$ cat src/design/sgc_pkg.sv
// Purpose: shared constants and carriers for the sound generator control block
// Assumes: AXI4-Lite register access, 32-bit data, one word per register
// Notes:   offsets chosen for this block
package sgc_pkg;
   localparam logic [4:0]  OFF_CTL    = 5'h00;
   localparam logic [4:0]  OFF_DAT    = 5'h04;
   localparam logic [4:0]  OFF_FLAGS  = 5'h08;
   localparam logic [4:0]  OFF_IRQEN  = 5'h0c;
   localparam logic [4:0]  OFF_DMAEN  = 5'h10;
   localparam logic [4:0]  OFF_SEL    = 5'h14;
   localparam int          CTL_STOP_BIT   = 8;
   localparam int          CTL_EN_BIT     = 0;
   localparam int          FLG_BUSY_BIT   = 8;
   localparam int          FLG_EMPTY_BIT  = 1;
   localparam int          FLG_DONE_BIT   = 0;
   localparam logic [15:0] DAT_RESET      = 16'h00ff;
   localparam logic [15:0] DMAEN_RESET    = 16'h0000;
   localparam logic [1:0]  RESP_OKAY      = 2'h0;
   localparam logic [1:0]  RESP_SLVERR    = 2'h2;
   // output tick in operating clock cycles, duration base in output ticks
   localparam int          TICK_DIV       = 4;
   localparam int          LEN_UNIT       = 16;

   typedef enum logic [1:0] {
      SGC_NORMAL  = 2'h0,
      SGC_ONESHOT = 2'h1,
      SGC_MELODY  = 2'h2,
      SGC_RSVD    = 2'h3
   } sgc_mode_e;

   typedef struct packed {
      logic       tie_to_previous;
      logic       rest_select;
      logic [5:0] length_or_duty;
      logic [7:0] scale_or_frequency;
   } sgc_note_s;

   typedef struct packed {
      logic       buzzer_out_true;
      logic       buzzer_out_complement;
   } sgc_pins_s;
endpackage

$ cat src/design/sgc_regs.sv
// Purpose: sound generator control registers and tone engine behind AXI4-Lite
// Assumes: synchronous active-low reset, single clock, full-word or byte-strobed writes
// Notes:   stored-sound handoff into the internal sound register marks the buffer empty unless a data write lands in the same cycle
// Functional notes
// - stop bit starts stop, reads busy-stopping
// - stop forcibly ends one-shot and melody
// - module enable gates all operation; code gates the tone engine and data/stop writes only, not irq or dma_req
// - writing data buffer starts sound output
// - low byte scale or frequency, resets ff
// - bits 13-8 duration or duty
// - bit 15 ties note in melody
// - bit 14 rest: true low, complement high
// - buzzer modes use low six frequency bits
// - data register needs full 16-bit writes
// - busy flag bit 8 while outputting
// - empty flag resets 1, data write clears
// - done flag cleared by one or data
// - irq enable bits 1 and 0
// - dma enable per channel bit
// - unimplemented channel bits have no effect
// - empty sets on transfer or stop
// - irq only when flag and enable
// - dma request when empty and enabled
// - mode codes 0,1,2; 3 reserved
//
// Register access over AXI4-Lite and the register addresses are this design's own decisions.
`timescale 1ns/10ps
module sgc_regs #(
   parameter int DMA_CH = 16
) (
   input  wire logic                  aclk,
   input  wire logic                  aresetn,
   input  wire logic [4:0]            s_axi_awaddr,
   input  wire logic                  s_axi_awvalid,
   output logic                       s_axi_awready,
   input  wire logic [31:0]           s_axi_wdata,
   input  wire logic [3:0]            s_axi_wstrb,
   input  wire logic                  s_axi_wvalid,
   output logic                       s_axi_wready,
   output logic [1:0]                 s_axi_bresp,
   output logic                       s_axi_bvalid,
   input  wire logic                  s_axi_bready,
   input  wire logic [4:0]            s_axi_araddr,
   input  wire logic                  s_axi_arvalid,
   output logic                       s_axi_arready,
   output logic [31:0]                s_axi_rdata,
   output logic [1:0]                 s_axi_rresp,
   output logic                       s_axi_rvalid,
   input  wire logic                  s_axi_rready,
   output sgc_pkg::sgc_pins_s         buzzer_pins,
   output logic                       irq,
   output logic [DMA_CH-1:0]          dma_req
);
   if (DMA_CH < 1 || DMA_CH > 16) begin : g_bad_dma_ch
      $error("DMA_CH must be 1..16");
   end

   typedef sgc_pkg::sgc_mode_e sgc_mode_e_t;
   typedef struct packed {
      logic                aw_got;
      logic [4:0]          aw_addr;
      logic                w_got;
      logic [31:0]         w_data;
      logic [3:0]          w_strb;
      logic                bvalid;
      logic [1:0]          bresp;
      logic                rvalid;
      logic [31:0]         rdata;
      logic [1:0]          rresp;
      logic                module_enable;
      logic                stop_output;
      sgc_mode_e_t         mode;
      sgc_pkg::sgc_note_s  buf_data;
      logic                buf_full;
      sgc_pkg::sgc_note_s  snd;
      logic                output_busy;
      logic                buffer_empty_flag;
      logic                output_done_flag;
      logic                buffer_empty_irq_en;
      logic                output_done_irq_en;
      logic [15:0]         empty_dma_channel_en;
      logic [15:0]         dur_cnt;
      logic [7:0]          tick_cnt;
      logic [7:0]          phase;
      logic                tone;
   } sgc_state_s;

   sgc_state_s st_r;
   sgc_state_s st_nxt;

   function automatic logic [31:0] sgc_rd(input sgc_state_s s, input logic [4:0] a);
      logic [31:0] v;
      v = 32'h0000_0000;
      unique case (a)
         sgc_pkg::OFF_CTL: begin
            v[sgc_pkg::CTL_STOP_BIT] = s.stop_output;
            v[sgc_pkg::CTL_EN_BIT]   = s.module_enable;
         end
         sgc_pkg::OFF_DAT:   v[15:0] = s.buf_data;
         sgc_pkg::OFF_FLAGS: begin
            v[sgc_pkg::FLG_BUSY_BIT]  = s.output_busy;
            v[sgc_pkg::FLG_EMPTY_BIT] = s.buffer_empty_flag;
            v[sgc_pkg::FLG_DONE_BIT]  = s.output_done_flag;
         end
         sgc_pkg::OFF_IRQEN: begin
            v[1] = s.buffer_empty_irq_en;
            v[0] = s.output_done_irq_en;
         end
         sgc_pkg::OFF_DMAEN: v[15:0] = s.empty_dma_channel_en;
         sgc_pkg::OFF_SEL:   v[1:0]  = s.mode;
         default:            v = 32'h0000_0000;
      endcase
      return v;
   endfunction

   function automatic logic sgc_mapped(input logic [4:0] a);
      return (a == sgc_pkg::OFF_CTL) || (a == sgc_pkg::OFF_DAT) || (a == sgc_pkg::OFF_FLAGS)
          || (a == sgc_pkg::OFF_IRQEN) || (a == sgc_pkg::OFF_DMAEN) || (a == sgc_pkg::OFF_SEL);
   endfunction

   logic        wr_fire;
   logic        dat_wr;
   logic        stop_wr;
   logic        full16;
   logic [15:0] period;
   logic [15:0] hi_cnt;
   logic [15:0] note_len;
   logic        note_end;
   logic        tick;
   logic        load;
   logic        a_is_dat;

   assign s_axi_awready = !st_r.aw_got && !st_r.bvalid;
   assign s_axi_wready  = !st_r.w_got && !st_r.bvalid;
   assign s_axi_arready = !st_r.rvalid;
   assign s_axi_bvalid  = st_r.bvalid;
   assign s_axi_bresp   = st_r.bresp;
   assign s_axi_rvalid  = st_r.rvalid;
   assign s_axi_rdata   = st_r.rdata;
   assign s_axi_rresp   = st_r.rresp;
   assign a_is_dat      = (st_r.aw_addr == sgc_pkg::OFF_DAT);

   always_comb begin
      logic [4:0]  a;
      logic [31:0] d;
      a = 5'h00;
      d = 32'h0000_0000;
      st_nxt  = st_r;
      wr_fire = st_r.aw_got && st_r.w_got;
      a       = st_r.aw_addr;
      d       = st_r.w_data;
      full16  = (st_r.w_strb[1:0] == 2'h3);
      dat_wr  = wr_fire && (a == sgc_pkg::OFF_DAT) && full16;
      stop_wr = wr_fire && (a == sgc_pkg::OFF_CTL) && st_r.w_strb[1]
                && d[sgc_pkg::CTL_STOP_BIT] && st_r.module_enable;
      // buzzer modes use six frequency bits, melody all eight
      period   = (st_r.mode == sgc_pkg::SGC_MELODY)
                 ? {8'h00, st_r.snd.scale_or_frequency} + 16'h0001
                 : {10'h000, st_r.snd.scale_or_frequency[5:0]} + 16'h0001;
      hi_cnt   = {10'h000, st_r.snd.length_or_duty};
      note_len = 16'((32'(st_r.snd.length_or_duty) + 32'd1) * sgc_pkg::LEN_UNIT);
      tick     = (st_r.tick_cnt == 8'(sgc_pkg::TICK_DIV - 1));
      note_end = st_r.output_busy && tick && (st_r.dur_cnt == 16'h0000)
                 && (st_r.mode != sgc_pkg::SGC_NORMAL);
      load     = (!st_r.output_busy || note_end) && st_r.buf_full && !st_r.stop_output;

      if (s_axi_awvalid && s_axi_awready) begin
         st_nxt.aw_got  = 1'b1;
         st_nxt.aw_addr = {s_axi_awaddr[4:2], 2'h0};
      end
      if (s_axi_wvalid && s_axi_wready) begin
         st_nxt.w_got  = 1'b1;
         st_nxt.w_data = s_axi_wdata;
         st_nxt.w_strb = s_axi_wstrb;
      end
      if (s_axi_bvalid && s_axi_bready) st_nxt.bvalid = 1'b0;
      if (s_axi_rvalid && s_axi_rready) st_nxt.rvalid = 1'b0;
      if (s_axi_arvalid && s_axi_arready) begin
         st_nxt.rvalid = 1'b1;
         st_nxt.rdata  = sgc_rd(st_r, {s_axi_araddr[4:2], 2'h0});
         st_nxt.rresp  = sgc_mapped({s_axi_araddr[4:2], 2'h0}) ? sgc_pkg::RESP_OKAY
                                                               : sgc_pkg::RESP_SLVERR;
      end

      if (wr_fire) begin
         st_nxt.aw_got = 1'b0;
         st_nxt.w_got  = 1'b0;
         st_nxt.bvalid = 1'b1;
         st_nxt.bresp  = sgc_mapped(a) ? sgc_pkg::RESP_OKAY : sgc_pkg::RESP_SLVERR;
         unique case (a)
            sgc_pkg::OFF_CTL:
               if (st_r.w_strb[0]) st_nxt.module_enable = d[sgc_pkg::CTL_EN_BIT];
            sgc_pkg::OFF_IRQEN:
               if (st_r.w_strb[0]) begin
                  st_nxt.buffer_empty_irq_en = d[1];
                  st_nxt.output_done_irq_en  = d[0];
               end
            sgc_pkg::OFF_DMAEN: begin
               if (st_r.w_strb[0]) st_nxt.empty_dma_channel_en[7:0]  = d[7:0];
               if (st_r.w_strb[1]) st_nxt.empty_dma_channel_en[15:8] = d[15:8];
            end
            sgc_pkg::OFF_SEL:
               if (st_r.w_strb[0]) st_nxt.mode = sgc_mode_e_t'(d[1:0]);
            sgc_pkg::OFF_FLAGS:
               if (st_r.w_strb[0] && d[sgc_pkg::FLG_DONE_BIT])
                  st_nxt.output_done_flag = 1'b0;
            default: ;
         endcase
      end

      // tone engine, frozen while the module is disabled
      if (st_r.module_enable) begin
         st_nxt.tick_cnt = tick ? 8'h00 : st_r.tick_cnt + 8'h01;
         if (st_r.output_busy && tick) begin
            st_nxt.phase = (st_r.phase + 8'h01 >= period[7:0] || period[8])
                           ? 8'h00 : st_r.phase + 8'h01;
            if (st_r.dur_cnt != 16'h0000) st_nxt.dur_cnt = st_r.dur_cnt - 16'h0001;
         end
         // rest holds the true output low
         st_nxt.tone = st_r.output_busy && !(st_r.mode == sgc_pkg::SGC_MELODY
                       && st_r.snd.rest_select)
                       && ({8'h00, st_r.phase} <= hi_cnt);
         if (dat_wr) begin
            st_nxt.buf_data          = d[15:0];
            st_nxt.buf_full          = 1'b1;
            st_nxt.buffer_empty_flag = 1'b0;
            st_nxt.output_done_flag  = 1'b0;
         end
         if (load) begin
            st_nxt.snd               = st_r.buf_data;
            st_nxt.buf_full          = dat_wr;
            st_nxt.output_busy       = 1'b1;
            st_nxt.buffer_empty_flag = !dat_wr;
            st_nxt.dur_cnt           = note_len;
            st_nxt.tick_cnt          = 8'h00;
            // tied notes keep the running phase
            if (!(st_r.mode == sgc_pkg::SGC_MELODY && st_r.buf_data.tie_to_previous
                  && note_end)) st_nxt.phase = 8'h00;
         end else if (note_end) begin
            st_nxt.output_busy      = 1'b0;
            st_nxt.output_done_flag = 1'b1;
         end
         if (stop_wr) begin
            st_nxt.stop_output       = 1'b1;
            st_nxt.buf_full          = 1'b0;
            st_nxt.buffer_empty_flag = 1'b1;
         end
         if (st_r.stop_output && tick) begin
            // forced end in every mode
            st_nxt.stop_output      = 1'b0;
            st_nxt.output_busy      = 1'b0;
            st_nxt.tone             = 1'b0;
            st_nxt.output_done_flag = st_r.output_busy || st_r.output_done_flag;
         end
      end
   end

   always_ff @(posedge aclk) begin
      if (!aresetn) begin
         st_r                   <= '0;
         st_r.buf_data          <= sgc_pkg::DAT_RESET;
         st_r.buffer_empty_flag <= 1'b1;
         st_r.empty_dma_channel_en <= sgc_pkg::DMAEN_RESET;
      end else begin
         st_r <= st_nxt;
      end
   end

   assign buzzer_pins.buzzer_out_true       = st_r.tone;
   assign buzzer_pins.buzzer_out_complement = !st_r.tone;
   assign irq = (st_r.buffer_empty_flag && st_r.buffer_empty_irq_en)
             || (st_r.output_done_flag && st_r.output_done_irq_en);
   assign dma_req = {DMA_CH{st_r.buffer_empty_flag}}
                  & st_r.empty_dma_channel_en[DMA_CH-1:0];
endmodule // sgc_regs

$ cat config.mk
export PLATFORM = sky130hd
export DESIGN_NAME = sgc_regs
export DESIGN_NICKNAME = d
export VERILOG_FILES = /design/src/design/sgc_pkg.sv /design/src/design/sgc_regs.sv
export SDC_FILE = /design/constraint.sdc
export NUM_CORES = 1
export LEC_CHECK = 0
export ABC_AREA = 0
export BUFFER_PORTS_ARGS = -buffer_cell sky130_fd_sc_hd__buf_2
export CELL_PAD_IN_SITES_DETAIL_PLACEMENT = 2
export CELL_PAD_IN_SITES_GLOBAL_PLACEMENT = 2
export CORE_ASPECT_RATIO = 1.2
export CORE_MARGIN = 2
export CORE_UTILIZATION = 34
export CTS_BUF_LIST = sky130_fd_sc_hd__clkbuf_8
export DETAILED_ROUTE_END_ITERATION = 16
export PLACE_DENSITY = 0.91
export SLEW_MARGIN = 10
export SYNTH_ARGS = -nofsm -noshare
export SYNTH_HDL_FRONTEND = slang
export SYNTH_SLANG_ARGS = --single-unit
$ cat constraint.sdc
create_clock -name aclk -period 3.5 [get_ports aclk]
set_clock_uncertainty 0.05 [all_clocks]
set_input_delay 0.7 -clock aclk [delete_from_list [all_inputs] [get_ports aclk]]
set_output_delay 0.7 -clock aclk [all_outputs]
set_load 0.01 [all_outputs]
==> impl_metrics.json <==
{
  "yosysUniqueCellTypes": 65,
  "r2r_cells": 9,
  "numCtsBuffers": 17,
  "firstDrtPassIters": 4,
  "path_common_cell": "ha_1",
  "path_max_fanout": 7,
  "hold_class": "input pin to register",
  "drv_cap": 0,
  "worst_pin_slew_ns": 1.089,
  "fin_crit_sh": 0.9498,
  "drv_slew": 0,
  "drtIter0Drc": 313,
  "synth-edff-count": 0,
  "ys.flop_type": "dfxtp_1",
  "yosysWarnings": 0,
  "placedCellCount": 1101,
  "total_power_mw": 3.127,
  "routedWlPerCell_um": 22.53,
  "reg2reg_to": "st_r[5]",
  "reg2reg_from": "st_r[1]",
  "fillers": 2265,
  "status": "completed",
  "crit_type": "register to register",
  "cts-root-buf": "clkbuf_8",
  "grt_pass1_wl_mm": 40.77,
  "remaining_drc_errors": 0,
  "fin_util": 0.3848,
  "start_util": 0.3453,
  "detail-route-antenna-nets": 0,
  "yosys.area_share.simple": 0.2450,
  "setup.worst_path.start": "st_r[1]",
  "period_needed_ns": 3.324,
  "end_kind": "register",
  "synth_top_family_by_area": "simple AND/OR/NAND/NOR gates",
  "clock_sinks": 133,
  "grt_pass1_vias": 7246,
  "clk_path_buf_depth": 2,
  "place_ws_ns": 0.3015,
  "grt_usage": 0.2501,
  "setup_ws_ns": 0.1757,
  "cts_tree": "yes",
  "synth_mux_area_frac": 0.04688,
  "synthesis.area_um2": 6725,
  "path_cells": "ha_1 -> nand3_1 -> xnor2_1 -> ha_1 -> a2111oi_0 -> o21ai_0 -> a21o_1 -> nor3_1 -> a22o_1",
  "cpPeakStageDelay_ns": 0.55,
  "cp_data_required_time_ns": 3.85,
  "synthCells": 819,
  "tns_ns": 0,
  "timing.critical_path.buf_inv": 0,
  "avgSynthCellArea_um2": 8.211,
  "cp.arrival_ns": 3.68,
  "port_buffers": 72,
  "placed_cell_area_um2": 7091,
  "synth_xor_area_frac": 0.02605,
  "fin_cells": 1133,
  "synthAdderAreaFrac": 0.03907,
  "whs_ns": 0.3566,
  "fmax_mhz": 300.8,
  "clk_pin_slew_ns": 0.08,
  "wl_mm": 25.53,
  "io_pins": 113,
  "cp.depth": 9,
  "fin_nets": 933,
  "die_y_um": 158.1,
  "htree_levels": 4,
  "overflow": 0,
  "cp-start-kind": "register",
  "die_w_um": 132.4,
  "grt_max_degree": 60,
  "die-area_um2": 20930,
  "seq_area_frac_synth": 0.3959,
  "final_layout_size_suffix_gt1_frac": 0.1711,
  "ir_drop_uv": 185.3,
  "worstSetupEndpoint": "st_r[5]",
  "setup_viol_count_final": 0,
  "stdcell_area_um2": 7496,
  "hpwl_mm": 16.95,
  "hold_buffers": 0,
  "synth-seq-cells": 133,
  "cp_top_family": "compound AO/OA/AOI/OAI gates",
  "synth_compound_area_frac": 0.1628,
  "finalHoldViolations": 0,
  "via_count": 6373,
  "gp_congestion": 0.8288,
  "ff2ff_setup_slack_ns": 0.18,
  "synth-async-reset-ratio": 0,
  "core_area_um2": 19480,
  "relSlewSlack": 0.2724,
  "area_delta_synth_final_pct": 11.46,
  "leakage_nw": 3.003,
  "clock_latency_ns": 0.48,
  "critPathSlowestCell": "nor3_1",
  "rows": 56,
  "viasPerCell": 5.625,
  "p_per_area_nw_per_um2": 417.1,
  "antenna_found_initial": 1,
  "rsz0062_at_grt": "false"
}
-- cell type report --
cell class | count | area, µm² | share of cell area
antenna | 1 | 2.502 | 0.0003338
clock buffer | 17 | 234.0 | 0.03121
tap | 261 | 326.6 | 0.04357
inverter | 23 | 87.58 | 0.01168
timing repair buffer | 84 | 450.4 | 0.06009
clock inverter | 14 | 163.9 | 0.02187
sequential | 133 | 2664 | 0.3554
multi-input combinational | 600 | 3567 | 0.4759
-- sequential cells by signal, summed over array words and instances (netlist names) --
name and cells:
st_r 106, s_axi_rdata 16, hi_cnt 6, buzzer_pins 1, s_axi_bresp 1, s_axi_bvalid 1, s_axi_rresp 1, s_axi_rvalid 1
-- cells by family after synthesis --
family                     after synthesis
AOI/OAI and AO/OA                      168
and+or+nand+nor                        343
DFF                                    133
adders and majority gates               21
buffers and inverters                  103
muxes                                   30
other                                    1
xor gates and xnor gates                20
-- synth_stat cells, drive strengths merged (3+ instances only) --
cell     count  share of area
and2        20          0.019
inv         23          0.013
ha          21          0.039
nor3        18          0.014
xor2        10          0.013
nand2b       6         0.0056
a21oi       78          0.065
mux2i       27          0.040
or2          4         0.0041
a2111oi      5         0.0065
nor3b        4         0.0052
and3         7         0.0065
or4          4         0.0050
a22o        18          0.023
buf         47          0.052
nor2b        6         0.0056
nor2        78          0.044
nor4         3         0.0037
nand3       30          0.022
or3          8         0.0078
o21ai       26          0.021
o211ai       8         0.0089
xnor2       10          0.013
dfxtp      133           0.40
nand2      132          0.074
nand4        7         0.0065
nand4b      10          0.013
a22oi       13          0.015
clkbuf      33          0.018
-- where the power goes --
part	switching (mW)	leakage [nW]	internal, mW
logic	0.129	1.73	0.0544
registers	0.0330	1.08	1.54
clock network	0.725	0.193	0.649
-- worst register-to-register path, stage by stage (launching register included) --
cell and delay [ns]:
dfxtp_1 0.48, ha_1 0.33, nand3_1 0.12, xnor2_1 0.19
ha_1 0.28, a2111oi_0 0.51, o21ai_0 0.25, a21o_1 0.26
nor3_1 0.55, a22o_1 0.25
-- what timing repair did --
action | CTS | global route
setup buffers | 0 | 0
setup endpoints to repair | 0 | 6
gates resized for setup | 0 | 3
-- worst min-delay path by stage --
stage	startpoint	end	slack, ns	cells past startpoint
after floorplan	s_axi_bresp[1]	s_axi_bresp[1]	0.38	2
after global routing	s_axi_rready	s_axi_rvalid	0.36	2
final	s_axi_rready	s_axi_rvalid	0.36	2
after detailed placement	st_r[26]	st_r[26]	0.42	2
after CTS	s_axi_rready	s_axi_rvalid	0.35	2
after global placement	s_axi_bresp[1]	s_axi_bresp[1]	0.39	2
-- layer usage --
metal,GRT usage,vias to the layer above,wire length (µm)
met4,0.1464,0,1290
met2,0.4698,197,13500
met5,0,-,0
met1,0.2582,3208,9749
met3,0.04963,95,986
li1,-,2873,-
-- layout by cell type (no fill, tap or decap), types with 13 or more instances in the layout --
cell | Yosys | routed
and2_1 | 20 | 20
a21oi_1 | 66 | 66
dfxtp_1 | 133 | 132
nand2_1 | 131 | 131
clkbuf_8 | 0 | 17
a22oi_1 | 13 | 13
nor3_1 | 17 | 17
nor2_1 | 78 | 77
o21ai_0 | 19 | 19
conb_1 | 1 | 18
ha_1 | 21 | 21
buf_2 | 3 | 72
nand3_1 | 30 | 30
mux2i_1 | 27 | 27
a22o_1 | 18 | 18
inv_1 | 23 | 22
(Power assumes the default switching activity.)
